$ cat src/rtl/osm_pkg.sv
// Shared constants and types for the output sync and mute controller.
package osm_pkg;

  // Channel counts: output channels, post-dividers (PLL outputs), pins, CMOS channels.
  localparam int NCH   = 8;
  localparam int NSRC  = 4;
  localparam int NPIN  = 2;
  localparam int NCMOS = 2;
  localparam int SELW  = 2;

  // Pin function code that turns a pin into the alignment input.
  localparam logic [5:0] PIN_FUNC_SYNC = 6'h1f;

  // Divider bypass ratio and reset values.
  localparam logic [11:0] DIV_BYPASS  = 12'h001;
  localparam logic [11:0] DIV_RST_VAL = 12'h000;

  // Per-pin CMOS mode encodings.
  typedef enum logic [1:0] {
    OSM_CMOS_NORMAL = 2'b00,
    OSM_CMOS_INVERT = 2'b01,
    OSM_CMOS_HIZ    = 2'b10,
    OSM_CMOS_LOW    = 2'b11
  } osm_cmos_mode_t;

  // Alignment sequencer states.
  typedef enum logic [1:0] {
    OSM_RUN  = 2'b00,
    OSM_HOLD = 2'b01,
    OSM_REL  = 2'b10
  } osm_state_t;

endpackage

$ cat src/rtl/osm_sync_if.sv
// Interface carrying the per-pin alignment request into the sync stage.
`timescale 1ns/1ps
interface osm_sync_if;
  logic raw;
  logic synced;
  modport src (output raw, input synced);
  modport dst (input raw, output synced);
endinterface

$ cat src/rtl/osm_sync3.sv
// Three-stage synchroniser with agreement filter for an outside level.
`timescale 1ns/1ps
module osm_sync3 (
  input  wire logic clk,
  input  wire logic rst,
  osm_sync_if.dst   sif
);
  import osm_pkg::*;

  typedef struct packed {
    logic s1;
    logic s2;
    logic s3;
    logic out;
  } osm_sync_st_t;

  osm_sync_st_t st_q;
  osm_sync_st_t st_d;

  // The output changes only once stages two and three agree.
  always_comb begin
    st_d    = st_q;
    st_d.s1 = sif.raw;
    st_d.s2 = st_q.s1;
    st_d.s3 = st_q.s2;
    if (st_q.s2 == st_q.s3) begin
      st_d.out = st_q.s3;
    end
  end

  // State register.
  always_ff @(posedge clk or posedge rst) begin
    if (rst) begin
      st_q <= '0;
    end else begin
      st_q <= st_d;
    end
  end

  assign sif.synced = st_q.out;
endmodule

$ cat src/rtl/osm_top.sv
// Output channel alignment, auto-mute, CMOS pin mode and pin replica control.
// The block runs in one clock domain standing for the PLL output clocks; each
// source has its own hold/release sequencer so groups stay separate.
`timescale 1ns/1ps
module osm_top (
  input  wire logic                                       clk,
  input  wire logic                                       rst,
  input  wire logic                                       global_align_enable,
  input  wire logic                                       software_align_trigger,
  input  wire logic [osm_pkg::NPIN-1:0][5:0]              pin_function_select,
  input  wire logic [osm_pkg::NPIN-1:0]                   pin_polarity_invert,
  input  wire logic [osm_pkg::NPIN-1:0]                   pin_in,
  input  wire logic [osm_pkg::NPIN-1:0]                   pin_output_enable,
  input  wire logic [osm_pkg::NCH-1:0]                    divider_align_enable,
  input  wire logic [osm_pkg::NCH-1:0]                    sysref_divider_align_enable,
  input  wire logic [osm_pkg::NCH-1:0]                    sysref_pin_replicate_enable,
  input  wire logic [osm_pkg::NCH-1:0]                    output_mute_enable,
  input  wire logic [osm_pkg::NCH-1:0][osm_pkg::SELW-1:0] channel_source_select,
  input  wire logic [osm_pkg::NCH-1:0][11:0]              channel_divide_ratio,
  input  wire logic [osm_pkg::NCH-1:0]                    channel_clock_in,
  input  wire logic [osm_pkg::NCH-1:0]                    sysref_static_delayed_in,
  input  wire logic [osm_pkg::NSRC-1:0]                   postdiv_align_enable,
  input  wire logic [osm_pkg::NSRC-1:0]                   analog_pll_locked,
  input  wire logic [osm_pkg::NSRC-1:0]                   digital_pll_freq_locked,
  input  wire logic [osm_pkg::NSRC-1:0]                   digital_pll_phase_locked,
  input  wire logic [osm_pkg::NSRC-1:0]                   mute_on_analog_pll_unlock,
  input  wire logic [osm_pkg::NSRC-1:0]                   mute_on_digital_pll_unlock,
  input  wire logic [osm_pkg::NSRC-1:0]                   mute_on_digital_phase_unlock,
  input  wire osm_pkg::osm_cmos_mode_t [osm_pkg::NCMOS-1:0] cmos_p_mode,
  input  wire osm_pkg::osm_cmos_mode_t [osm_pkg::NCMOS-1:0] cmos_n_mode,
  output logic [osm_pkg::NCH-1:0]                         channel_divider_reset,
  output logic [osm_pkg::NCH-1:0]                         sysref_divider_reset,
  output logic [osm_pkg::NCH-1:0]                         channel_clock_out,
  output logic [osm_pkg::NSRC-1:0]                        postdiv_reset,
  output logic [osm_pkg::NSRC-1:0]                        source_valid,
  output logic [osm_pkg::NCMOS-1:0]                       cmos_p_out,
  output logic [osm_pkg::NCMOS-1:0]                       cmos_p_oe,
  output logic [osm_pkg::NCMOS-1:0]                       cmos_n_out,
  output logic [osm_pkg::NCMOS-1:0]                       cmos_n_oe,
  output logic [osm_pkg::NPIN-1:0]                        pin_out,
  output logic [osm_pkg::NPIN-1:0]                        pin_oe,
  output logic                                            sync_active
);
  import osm_pkg::*;

  typedef struct packed {
    osm_state_t [NSRC-1:0] state;
    logic [NSRC-1:0]       hold;
    logic [NSRC-1:0]       started;
    logic [NCH-1:0]        ch_rst;
    logic [NCH-1:0]        sr_rst;
    logic [NCH-1:0]        ch_out;
    logic [NSRC-1:0]       pd_rst;
    logic [NSRC-1:0]       valid;
    logic [NCMOS-1:0]      p_out;
    logic [NCMOS-1:0]      p_oe;
    logic [NCMOS-1:0]      n_out;
    logic [NCMOS-1:0]      n_oe;
    logic [NPIN-1:0]       g_out;
    logic [NPIN-1:0]       g_oe;
    logic                  active;
  } osm_st_t;

  osm_st_t st_q;
  osm_st_t st_d;

  logic [NPIN-1:0] pin_sync;
  logic            pin_req;
  logic            sync_req;
  logic            any_replica;
  logic            replica_clk;

  // Each pin passes the three-flop filter before any decision uses it.
  genvar gp;
  generate
    for (gp = 0; gp < NPIN; gp++) begin : g_pin
      osm_sync_if sif ();
      assign sif.raw = pin_in[gp];
      assign pin_sync[gp] = sif.synced;
      osm_sync3 u_sync (
        .clk (clk),
        .rst (rst),
        .sif (sif)
      );
    end
  endgenerate

  // Combined request: a pin in sync function with its polarity, or software.
  always_comb begin
    pin_req = 1'b0;
    for (int i = 0; i < NPIN; i++) begin
      if (pin_function_select[i] == PIN_FUNC_SYNC) begin
        pin_req = pin_req | (pin_sync[i] ^ pin_polarity_invert[i]);
      end
    end
    sync_req = (pin_req | software_align_trigger) & global_align_enable;
  end

  // Replica source: OR of the static-delayed sysref of each replicating channel.
  always_comb begin
    any_replica = |sysref_pin_replicate_enable;
    replica_clk = |(sysref_pin_replicate_enable & sysref_static_delayed_in);
  end

  // Main next-state logic; every output is a flop of this struct.
  always_comb begin
    logic [NSRC-1:0] rel;
    rel  = '0;
    st_d = st_q;

    // Per-source sequencer: a group holds while requested, then releases together.
    for (int s = 0; s < NSRC; s++) begin
      case (st_q.state[s])
        OSM_RUN: begin
          if (sync_req && postdiv_align_enable[s]) begin
            st_d.state[s] = OSM_HOLD;
          end
        end
        OSM_HOLD: begin
          if (!sync_req) begin
            st_d.state[s] = OSM_REL;
          end
        end
        OSM_REL: begin
          rel[s]        = 1'b1;
          st_d.state[s] = OSM_RUN;
        end
        default: begin
          st_d.state[s] = OSM_RUN;
        end
      endcase
      st_d.hold[s]   = (st_d.state[s] == OSM_HOLD);
      st_d.pd_rst[s] = st_d.hold[s];
    end

    // Source validity from masked lock status; a held post-divider is invalid.
    for (int s = 0; s < NSRC; s++) begin
      st_d.valid[s] = !(mute_on_analog_pll_unlock[s] && !analog_pll_locked[s]) &&
                      !(mute_on_digital_pll_unlock[s] && !digital_pll_freq_locked[s]) &&
                      !(mute_on_digital_phase_unlock[s] && !digital_pll_phase_locked[s]) &&
                      !st_d.hold[s];
      // Outputs of a source start only once it is valid after a hold or reset.
      if (st_d.hold[s] || !st_d.valid[s]) begin
        st_d.started[s] = 1'b0;
      end else if (!st_q.hold[s]) begin
        st_d.started[s] = 1'b1;
      end
    end

    // Per-channel divider resets and gated clocks.
    for (int c = 0; c < NCH; c++) begin
      logic member;
      logic bypass;
      logic src_ok;
      member = divider_align_enable[c] && st_d.hold[channel_source_select[c]];
      bypass = (channel_divide_ratio[c] == DIV_BYPASS);
      src_ok = st_q.started[channel_source_select[c]];
      st_d.ch_rst[c] = member && !bypass;
      st_d.sr_rst[c] = member && sysref_divider_align_enable[c];
      if (bypass) begin
        st_d.ch_out[c] = channel_clock_in[c] &&
                         !(output_mute_enable[c] && !src_ok);
      end else if (st_d.ch_rst[c]) begin
        st_d.ch_out[c] = 1'b0;
      end else if (output_mute_enable[c] && !src_ok) begin
        st_d.ch_out[c] = 1'b0;
      end else begin
        st_d.ch_out[c] = channel_clock_in[c];
      end
    end

    // CMOS pin modes on the first channels, driven from the gated clock.
    for (int k = 0; k < NCMOS; k++) begin
      st_d.p_oe[k]  = (cmos_p_mode[k] != OSM_CMOS_HIZ);
      st_d.n_oe[k]  = (cmos_n_mode[k] != OSM_CMOS_HIZ);
      st_d.p_out[k] = (cmos_p_mode[k] == OSM_CMOS_NORMAL) ? st_d.ch_out[k] :
                      (cmos_p_mode[k] == OSM_CMOS_INVERT) ? !st_d.ch_out[k] : 1'b0;
      st_d.n_out[k] = (cmos_n_mode[k] == OSM_CMOS_NORMAL) ? st_d.ch_out[k] :
                      (cmos_n_mode[k] == OSM_CMOS_INVERT) ? !st_d.ch_out[k] : 1'b0;
    end

    // Pin replica: continuous, never pulsed, only when enabled as output.
    for (int i = 0; i < NPIN; i++) begin
      st_d.g_oe[i]  = pin_output_enable[i] && any_replica &&
                      (pin_function_select[i] != PIN_FUNC_SYNC);
      st_d.g_out[i] = st_d.g_oe[i] && replica_clk;
    end

    st_d.active = |st_d.hold | |rel;
  end

  // Single state register; async reset loads constants only.
  always_ff @(posedge clk or posedge rst) begin
    if (rst) begin
      st_q <= '0;
    end else begin
      st_q <= st_d;
    end
  end

  // Ports come straight from the registered state.
  assign channel_divider_reset = st_q.ch_rst;
  assign sysref_divider_reset  = st_q.sr_rst;
  assign channel_clock_out     = st_q.ch_out;
  assign postdiv_reset         = st_q.pd_rst;
  assign source_valid          = st_q.valid;
  assign cmos_p_out            = st_q.p_out;
  assign cmos_p_oe             = st_q.p_oe;
  assign cmos_n_out            = st_q.n_out;
  assign cmos_n_oe             = st_q.n_oe;
  assign pin_out               = st_q.g_out;
  assign pin_oe                = st_q.g_oe;
  assign sync_active           = st_q.active;
endmodule

$ cat config.mk
export PLATFORM = sky130hd
export DESIGN_NAME = osm_top
export DESIGN_NICKNAME = d
export VERILOG_FILES = /design/src/rtl/osm_pkg.sv /design/src/rtl/osm_sync_if.sv /design/src/rtl/osm_sync3.sv /design/src/rtl/osm_top.sv
export SDC_FILE = /design/constraint.sdc
export NUM_CORES = 1
export LEC_CHECK = 0
export ABC_CLOCK_PERIOD_IN_PS = 2200
export BUFFER_PORTS_ARGS = -buffer_cell sky130_fd_sc_hd__buf_2
export CORE_AREA = 2 2 102 104
export CTS_CLUSTER_DIAMETER = 50
export DETAILED_ROUTE_END_ITERATION = 16
export DIE_AREA = 0 0 104 106
export PLACE_DENSITY_LB_ADDON = 0.12
export SLEW_MARGIN = 20
export SYNTH_ARGS = -nofsm -noshare
export SYNTH_HDL_FRONTEND = slang
export SYNTH_HIERARCHICAL = 1
export SYNTH_SLANG_ARGS = --single-unit
$ cat constraint.sdc
create_clock -name clk -period 2.2 [get_ports clk]
set_input_delay 0.44 -clock clk [delete_from_list [all_inputs] [get_ports clk]]
set_output_delay 0.44 -clock clk [all_outputs]
set_load 0.005 [all_outputs]
# Yosys cells after proc, flatten, opt, wreduce, memory -nomap -nowiden
# Cells that the tools add are included.
[word_totals]
register_bits = 65
inputBits = 218
out_inout_bits = 45
wordCells = 319
[classes]
n_lt_le_gt_ge = 8
n_eq_ne = 38
mux = 90
bitwise_logic = 7
reduce_logical = 148
[ops]
columns = ["op", "count"]
rows = [
  ["== test 12 x 1 -> 1 bit (second input constant)", 8],
  ["logical AND 1 bit", 74],
  ["two-way mux 1 bit", 62],
  ["logical NOT 1 bit", 58],
  ["binary-select mux 1 bit (select 2 bit)", 16],
  ["== test 2 x 1 -> 1 bit (second input constant)", 12],
  ["< comparator 2 x 3 -> 1 bit (second input constant)", 8],
  ["logical NOT 2 bit", 8],
  ["two-way mux 2 bit", 8],
  ["one-hot mux 2 bit (2 select lines)", 4],
  ["OR reduction 8 bit", 2],
  ["== test 6 x 5 -> 1 bit (second input constant)", 2],
  ["!= test 6 x 5 -> 1 bit (second input constant)", 2],
  ["bitwise AND 8 bit", 1],
  ["== test 2 bit (second input constant)", 4],
  ["!= test 2 x 1 -> 1 bit (second input constant)", 4],
  ["!= test 2 bit (second input constant)", 4],
  ["OR reduction 4 bit", 2],
  ["logical OR 1 bit", 4],
  ["OR 1 bit", 3],
  ["== test 1 bit", 2],
  ["XOR 1 bit", 2],
  ["bitwise AND 1 bit", 1],
]

# Logic depth before layout (Yosys ltp)
# Gate-level depths: netlist (run 1).
[logic_depth]
word_depth = 19
ltp_mapped = 6
mapped_depth_nobuf = 5

# By module
# The synthesis (run 1) kept the hierarchy.
[by_module_without_submodules]
columns = ["module", "n_inst", "cells_each", "area_each_um2", "seq_area_each_um2"]
rows = [
  ["osm_top", 1, 320, 3335.7, 1426.4],
  ["osm_sync3", 2, 6, 115.1, 100.1],
]

# Worst setup path after synthesis (run 1)
# Ideal clock, no wire load.
[synth_path]
path_type = "input to register"
startpoint = "input channel_source_select[0] (netlist bit)"
endpoint = "register st_q, in the netlist cmos_n_out[0]"
setup_ns = 0.141
arrival_time_ns = 1.535
required_ns = 2.059
slack_ns = 0.523
stages = 5
path_buffers = 0
path_cell_list = "mux4_2 > o21ai_4 > inv_2 > a311oi_1 > o311ai_1"
[synth_rtl]
columns = ["item", "line_no", "source"]
rows = [
  ["start, declared", "osm_top.sv:18", "input wire logic [osm_pkg::NCH-1:0][osm_pkg::SELW-1:0] channel_source_select,"],
  ["end signal, assigned", "osm_top.sv:197", "st_q <= st_d;"],
  ["end, declared", "osm_top.sv:64", "osm_st_t st_q;"],
]

==> impl_results.md, run 1 <==
- Status: complete, no violations
- Max clock buf depth: 2
- Post-synth top area share: roughly 46%
- Routed vias/inst: 4.90
- Synth unique cells: 42
- Synthesized net count: 550
- Antenna Violating Nets Remaining: 0
- Synth async-reset ratio: 100%
- Critical path's largest stage delay: 560 ps
- Power consumption: 2.94 mW
- DRT Pass-1 Iters: 4
- CTS tree: built
- Clock transition at path regs: 70 ps
- Max-slew violations: 0
- Clock root buffer: clkbuf_8
- WS Path Type: reg -> reg
- R2R Path Start: st_q[48]
- Die width: around 100 um
- Clock skew: 7.15 ps
- First-pass GRT wire length: 16700 um
- Delay-heaviest family, CP: compound AO/OA/AOI/OAI gates
- Sink Count: 65
- CP required: 2380 ps
- Hold slack: 215 ps
- Die span in y: 106 um
- Number of max-cap violations: 0
- Routed len/inst: 14.8 um
- Crit share post-route: 87.1%
- Mapped Cells: 332
- Slowest-stage cell, CP: mux4_2
- Post-cts gate resize count: 0
- Gpl congestion: 0.815
- Gr ovfl total: 0
- Register area share after synthesis: 45.6%
- TritonCTS buffer count: 9
- Global Route Usage Sum: a little under a fifth
- Peak VDD IR: 0.297 mV
- Largest net degree at the start of global routing: 39
- Min-delay src: pin_in[0]
- DP HPWL: 8560 um
- H-tree depth: 3
- Seq cells post-synth: 65
- Syn avg cell area: approximately 11 um^2
- Post CTS Setup Buffer Count: 0
- Min cycle time layout: 1920 ps
- Final hold viol count: 0
- Buf/Inv on CP: 1
- Post-layout nets: roughly 800
- Num ports: ~260
- Syn Std Cell Area: 3570 um^2
- Worst Path Arrival: 2100 ps
- Critical-path cell list: mux4_2, o21ai_4, inv_2, a311oi_1, o311ai_1
- Layout cells sized above 1: 53.3%
- Area growth syn-to-layout: 39.0%
- Final setup violation count: 0
- Maximum clock rate: 522 MHz
- ANT cells: 0
- Number of port buffers: between 200 and 300
- Total number of vias: around 3400
- DRC: 0
- Number of flops mapped to enable cells by yosys: 0
- Critical path origin: st_q[48]
- Pleak: 2.60 nW
- Die ar.: roughly 11000 um^2
- Final WL: 10400 um
- Initial core utilization: between 30% and 40%
- Worst-Margin Slew: 569 ps
- RSZ-0062 raised after global routing: no
- Pwr dens: between 500 and 600 nW/um^2
- Initial antenna violation count: 1
- TNS Setup: 0 ps
- Slew headroom: 61.9%
- Area contributors post-synth: dfrtp_1 46%, buf_4 9.3%, mux4_2 8.2%, nor4_1 3.9%, nor2_1 3.3%
- Main synth FF type: dfrtp_1
- CP Max Fanout: 9
- Critical path launch point type: register
- Setup crit end kind: register
- Final core occ: between 40% and 50%
- Vias in the first global route: 3467
- 1st-iter DRT viols: 134
- Dominant cell type by area after synthesis: dfrtp_1
- Total core area: 10000 um^2
- Synth Warn #: 6
- Clock latency on the worst-skew pair: ~330 ps
- # rows: 37
- Worst Hold Class: in -> reg
layer usage:
layer	part of all wire, %	GRT usage (%)	wire (um)
met1	37	20.9	3830
met2	53	35.7	5540
met3	9.0	6.81	943
met4	0.98	4.25	102
met5	0.12	0	13
per-stage QoR:
step	instance area [um^2]	setup WS, ps	cells
floorplan	3570	360	332
global placement	4740	301	686
detailed placement	4740	251	686
CTS	4960	304	703
global route	4960	181	703
finish	4960	283	703
sequential cells by signal, summed over array words and instances, names as in the netlist:
name,cells
st_q,12
g_pin.u_sync/st_q,2
postdiv_reset,4
sync_active,1
cmos_p_out,2
sysref_divider_reset,8
pin_oe,2
cmos_p_oe,2
source_valid,4
pin_out,2
g_pin.u_sync/st_d,4
cmos_n_oe,2
channel_clock_out,8
cmos_n_out,2
g_pin.u_sync/sif.synced,2
channel_divider_reset,8
final timing paths:
kind,cells after the start,end,slack [ps]
worst max-delay path,5,cmos_p_out[0],280
worst min-delay path,1,g_pin[0].u_sync/st_d[2],210
worst max register to register,5,cmos_p_out[0],280
worst min register to register,0,g_pin[0].u_sync/st_d[1],350
max in group asynchronous,4,source_valid[1],970
min in group asynchronous,3,g_pin[1].u_sync/st_d[2],550
cell usage after synthesis (3+ instances only):
cell,count
nor3_1,4
a22oi_1,4
nand3_1,16
and3_1,3
o221ai_1,4
buf_4,44
nand2_1,4
and4_1,12
inv_1,26
dfrtp_1,65
nor4_1,22
o21bai_1,4
nand3b_1,6
nor2_1,31
o21ai_0,7
nor3b_1,6
nor2b_1,4
nor4b_1,8
a311oi_1,4
mux4_2,13
nand2b_1,8
o311ai_1,4
cell usage in the layout (no fill, tap or decap), drive strengths merged, types with 6 or more instances in the layout:
cell type	n
buf	265
dfrtp	65
nor2	31
inv	28
nor4	22
nand3	16
mux4	14
clkbuf	14
and4	12
o21ai	9
nor4b	8
nand2b	8
nor3b	6
nand3b	6
final cells by class:
class                           instances  area (um^2)
Clock inverter                          2         35.0
Tap cell                              136          170
Inverter                               28          105
Fill cell                             996         5040
Timing Repair Buffer                  266         1360
Sequential cell                        65         1630
Multi-Input combinational cell        192         1490
Clock buffer                           14          173
cell families (layout without fill, tap and decap cells):
kind of cell | Yosys count | in the layout | synth area share (%)
DFF | 65 | 65 | 45.6
AOI/OAI and AO/OA | 39 | 39 | 8.60
and+or+nand+nor | 133 | 133 | 22.6
buffers and inverters | 75 | 310 | 12.6
xor gates and xnor gates | 2 | 2 | 0.491
muxes | 16 | 16 | 9.51
adders and majority gates | 2 | 2 | 0.632
what timing repair did:
item                                    CTS  global route
hold buffers                              1             0
hold endpoints to repair                  8             0
endpoints found under the setup margin    0             0
power breakdown:
| part | total [mW] | internal (mW) | switching [mW] |
|---|---|---|---|
| clock | 1.04 | 0.616 | 0.427 |
| sequential | 1.32 | 1.27 | 0.0486 |
| combinational | 0.572 | 0.316 | 0.256 |
(Power assumes the default switching activity.)
==> run 2, diff against run 1 <==
--- a/config.mk
+++ b/config.mk
@@ -7,10 +7,10 @@
 export LEC_CHECK = 0
 export ABC_CLOCK_PERIOD_IN_PS = 2200
 export BUFFER_PORTS_ARGS = -buffer_cell sky130_fd_sc_hd__buf_2
-export CORE_AREA = 2 2 102 104
+export CORE_MARGIN = 2
+export CORE_UTILIZATION = 35
 export CTS_CLUSTER_DIAMETER = 50
 export DETAILED_ROUTE_END_ITERATION = 16
-export DIE_AREA = 0 0 104 106
 export PLACE_DENSITY_LB_ADDON = 0.12
 export SLEW_MARGIN = 20
 export SYNTH_ARGS = -nofsm -noshare
==> constraint.sdc (replaced) <==
create_clock -name clk -period 2.2 [get_ports clk]
set_input_delay 0.44 -clock clk [delete_from_list [all_inputs] [get_ports clk]]
set_output_delay 0.44 -clock clk [all_outputs]
set_load 0.01 [all_outputs]
==> run 2 against run 1 <==
Power shrank 0.95%. Combinational power grew 3.7%. Clock-buffer cell count shrank 4. Flip-flop and latch count is the same. Global-route usage shrank 0.24 points. Clock skew grew 5.0 ps. First-iteration DRC count shrank 13%. Hold slack gained 1.0 ps. Non-clock buffer count shrank 1. Cell count shrank 0.57%. Critical endpoint is now cmos_p_out[1].
==> impl_results.md, run 2 (synthesized netlist as in run 1, its figures left out) <==
- Clock transition at path regs: about 70 ps
- Max clock buf depth: 2
- Largest net degree at the start of global routing: 39
- DP HPWL: 8380 um
- Worst Hold Class: in -> reg
- Post-cts gate resize count: 0
- Reg power frac: 45.4%
- Die width: approximately 100 um
- DRC: 0
- Gr ovfl total: 0
- Biggest register: st_q
- Total core area: 9820 um^2
- 1st-iter DRT viols: about 120
- Global Route Usage Sum: about a fifth
- DRT Pass-1 Iters: 4
- RSZ-0062 raised after global routing: no
- Worst-Margin Slew: 543 ps
- R2R Path End: cmos_p_out[1]
- CP required: between 2000 and 2500 ps
- R2R setup slack: 300 ps
- Power consumption: about 2.9 mW
- Number of max-cap violations: 0
- Clock power share: 34.2%
- Clock skew: 12.1 ps
- Sw power: 775 uW
- Number of port buffers: 262
- Peak VDD IR: ~0.27 mV
- WS Path Type: reg -> reg
- Final hold viol count: 0
- Min cycle time layout: 1900 ps
- Sw frac: 26.7%
- Post-layout nets: around 780
- Routed vias/inst: 4.86
- Area after DPL: between 4000 and 5000 um^2
- Num ports: 263
- R2R Path Start: st_q[48]
- Clock root buffer: clkbuf_8
- Vias in the first global route: ~3500
- H-tree depth: 3
- Status: complete, no violations
- Initial antenna violation count: 1
- Commonest non-fill, non-tap cell in the layout: buf_2
- Min-delay src: pin_in[1]
- Pleak: 2.59 nW
- Setup crit end kind: register
- Initial core utilization: 36.3%
- Crit share post-route: about 86%
- Comb pwr share: between 20% and 30%
- Area growth syn-to-layout: 38.4%
- CP Max Fanout: 9
- Slew headroom: 63.6%
- Die span in y: 105 um
- Pwr dens: 589 nW/um^2
- Total number of vias: 3398
- Final core occ: 50.2%
- First-pass GRT wire length: 16500 um
- TritonCTS buffer count: 9
- Endpoint of the worst hold path: g_pin[1].u_sync/st_d[2]
- Sink Count: between 60 and 70
- Worst r2r path cells: 5
- # rows: 36
- Routed len/inst: ~15 um
- Max reg flops: 12
- Int Pwr: 2.13 mW
- Critical path launch point type: register
- Die ar.: 11000 um^2
- Fillers: 966
- Maximum clock rate: 526 MHz
- TNS Setup: 0 ps
- Worst Path Arrival: ~2100 ps
- Max-slew violations: 0
- Layout cells sized above 1: 53.5%
- Clock latency on the worst-skew pair: approximately 330 ps
- Antenna Violating Nets Remaining: 0
- Final setup violation count: 0
- Final WL: between 10000 and 15000 um
- CTS tree: built
- Hold slack: 216 ps
- Gpl congestion: 0.801
- Commonest non-fill, non-tap cells in the layout: 262 x buf_2, 65 x dfrtp_1, 31 x nor2_1
- Cell area after layout: 4930 um^2
- WHS Path Cells: 1
[run 2: layer usage]
metal,global-route usage (%),routed length [um],part of all wire [%]
met5,0,0,0
met1,21.8,4120,40
met2,34.2,5140,50
met3,5.80,889,8.7
met4,4.29,97,0.95
[run 2: power by group through the flow]
stage	Sequential, mW	Clock (mW)	Combinational, mW
2_1_floorplan	1.33	0	0.341
3_3_place_gp	1.34	0	0.587
3_5_place_dp	1.34	0	0.599
4_1_cts	1.32	1.04	0.602
5_1_grt	1.33	1.08	0.659
6_report	1.32	0.994	0.593
[run 2: area by class of cell]
type                    instances  area [um^2]  area share, %
diodes                          1         2.50         0.0507
clock buffers                  10          138           2.79
clock inverters                 5         56.3           1.14
inverters                      28          105           2.13
multi-input cells             192         1490           30.2
flip-flops and latches         65         1630           33.0
well taps                     133          166           3.37
repair buffers                265         1350           27.3
[run 2: stage by stage]
stage | std cells | setup WS, ps
finish | 699 | 299
global route | 699 | 195
CTS | 698 | 308
detailed placement | 682 | 246
global placement | 682 | 300
floorplan | 332 | 360
[run 2: worst max path at each step]
stage	from	endpoint
5_1_grt	st_q[45]	cmos_p_out[0]
6_report	st_q[48]	cmos_p_out[1]
3_3_place_gp	channel_source_select[2]	cmos_n_out[1]
2_1_floorplan	rst	channel_clock_out[0]
3_5_place_dp	channel_source_select[2]	cmos_p_out[1]
4_1_cts	st_q[48]	cmos_p_out[1]
[run 2: critical path, stage by stage (launching register included)]
cell,delay (ps)
dfrtp_1,510
mux4_2,560
o21ai_4,210
inv_2,80
a311oi_1,270
o311ai_1,140
[run 2: repair_timing]
item | in CTS | in global routing
hold buffers | 1 | 0
setup endpoints to repair | 0 | 0
hold endpoints to repair | 8 | 0
setup buffers | 0 | 0
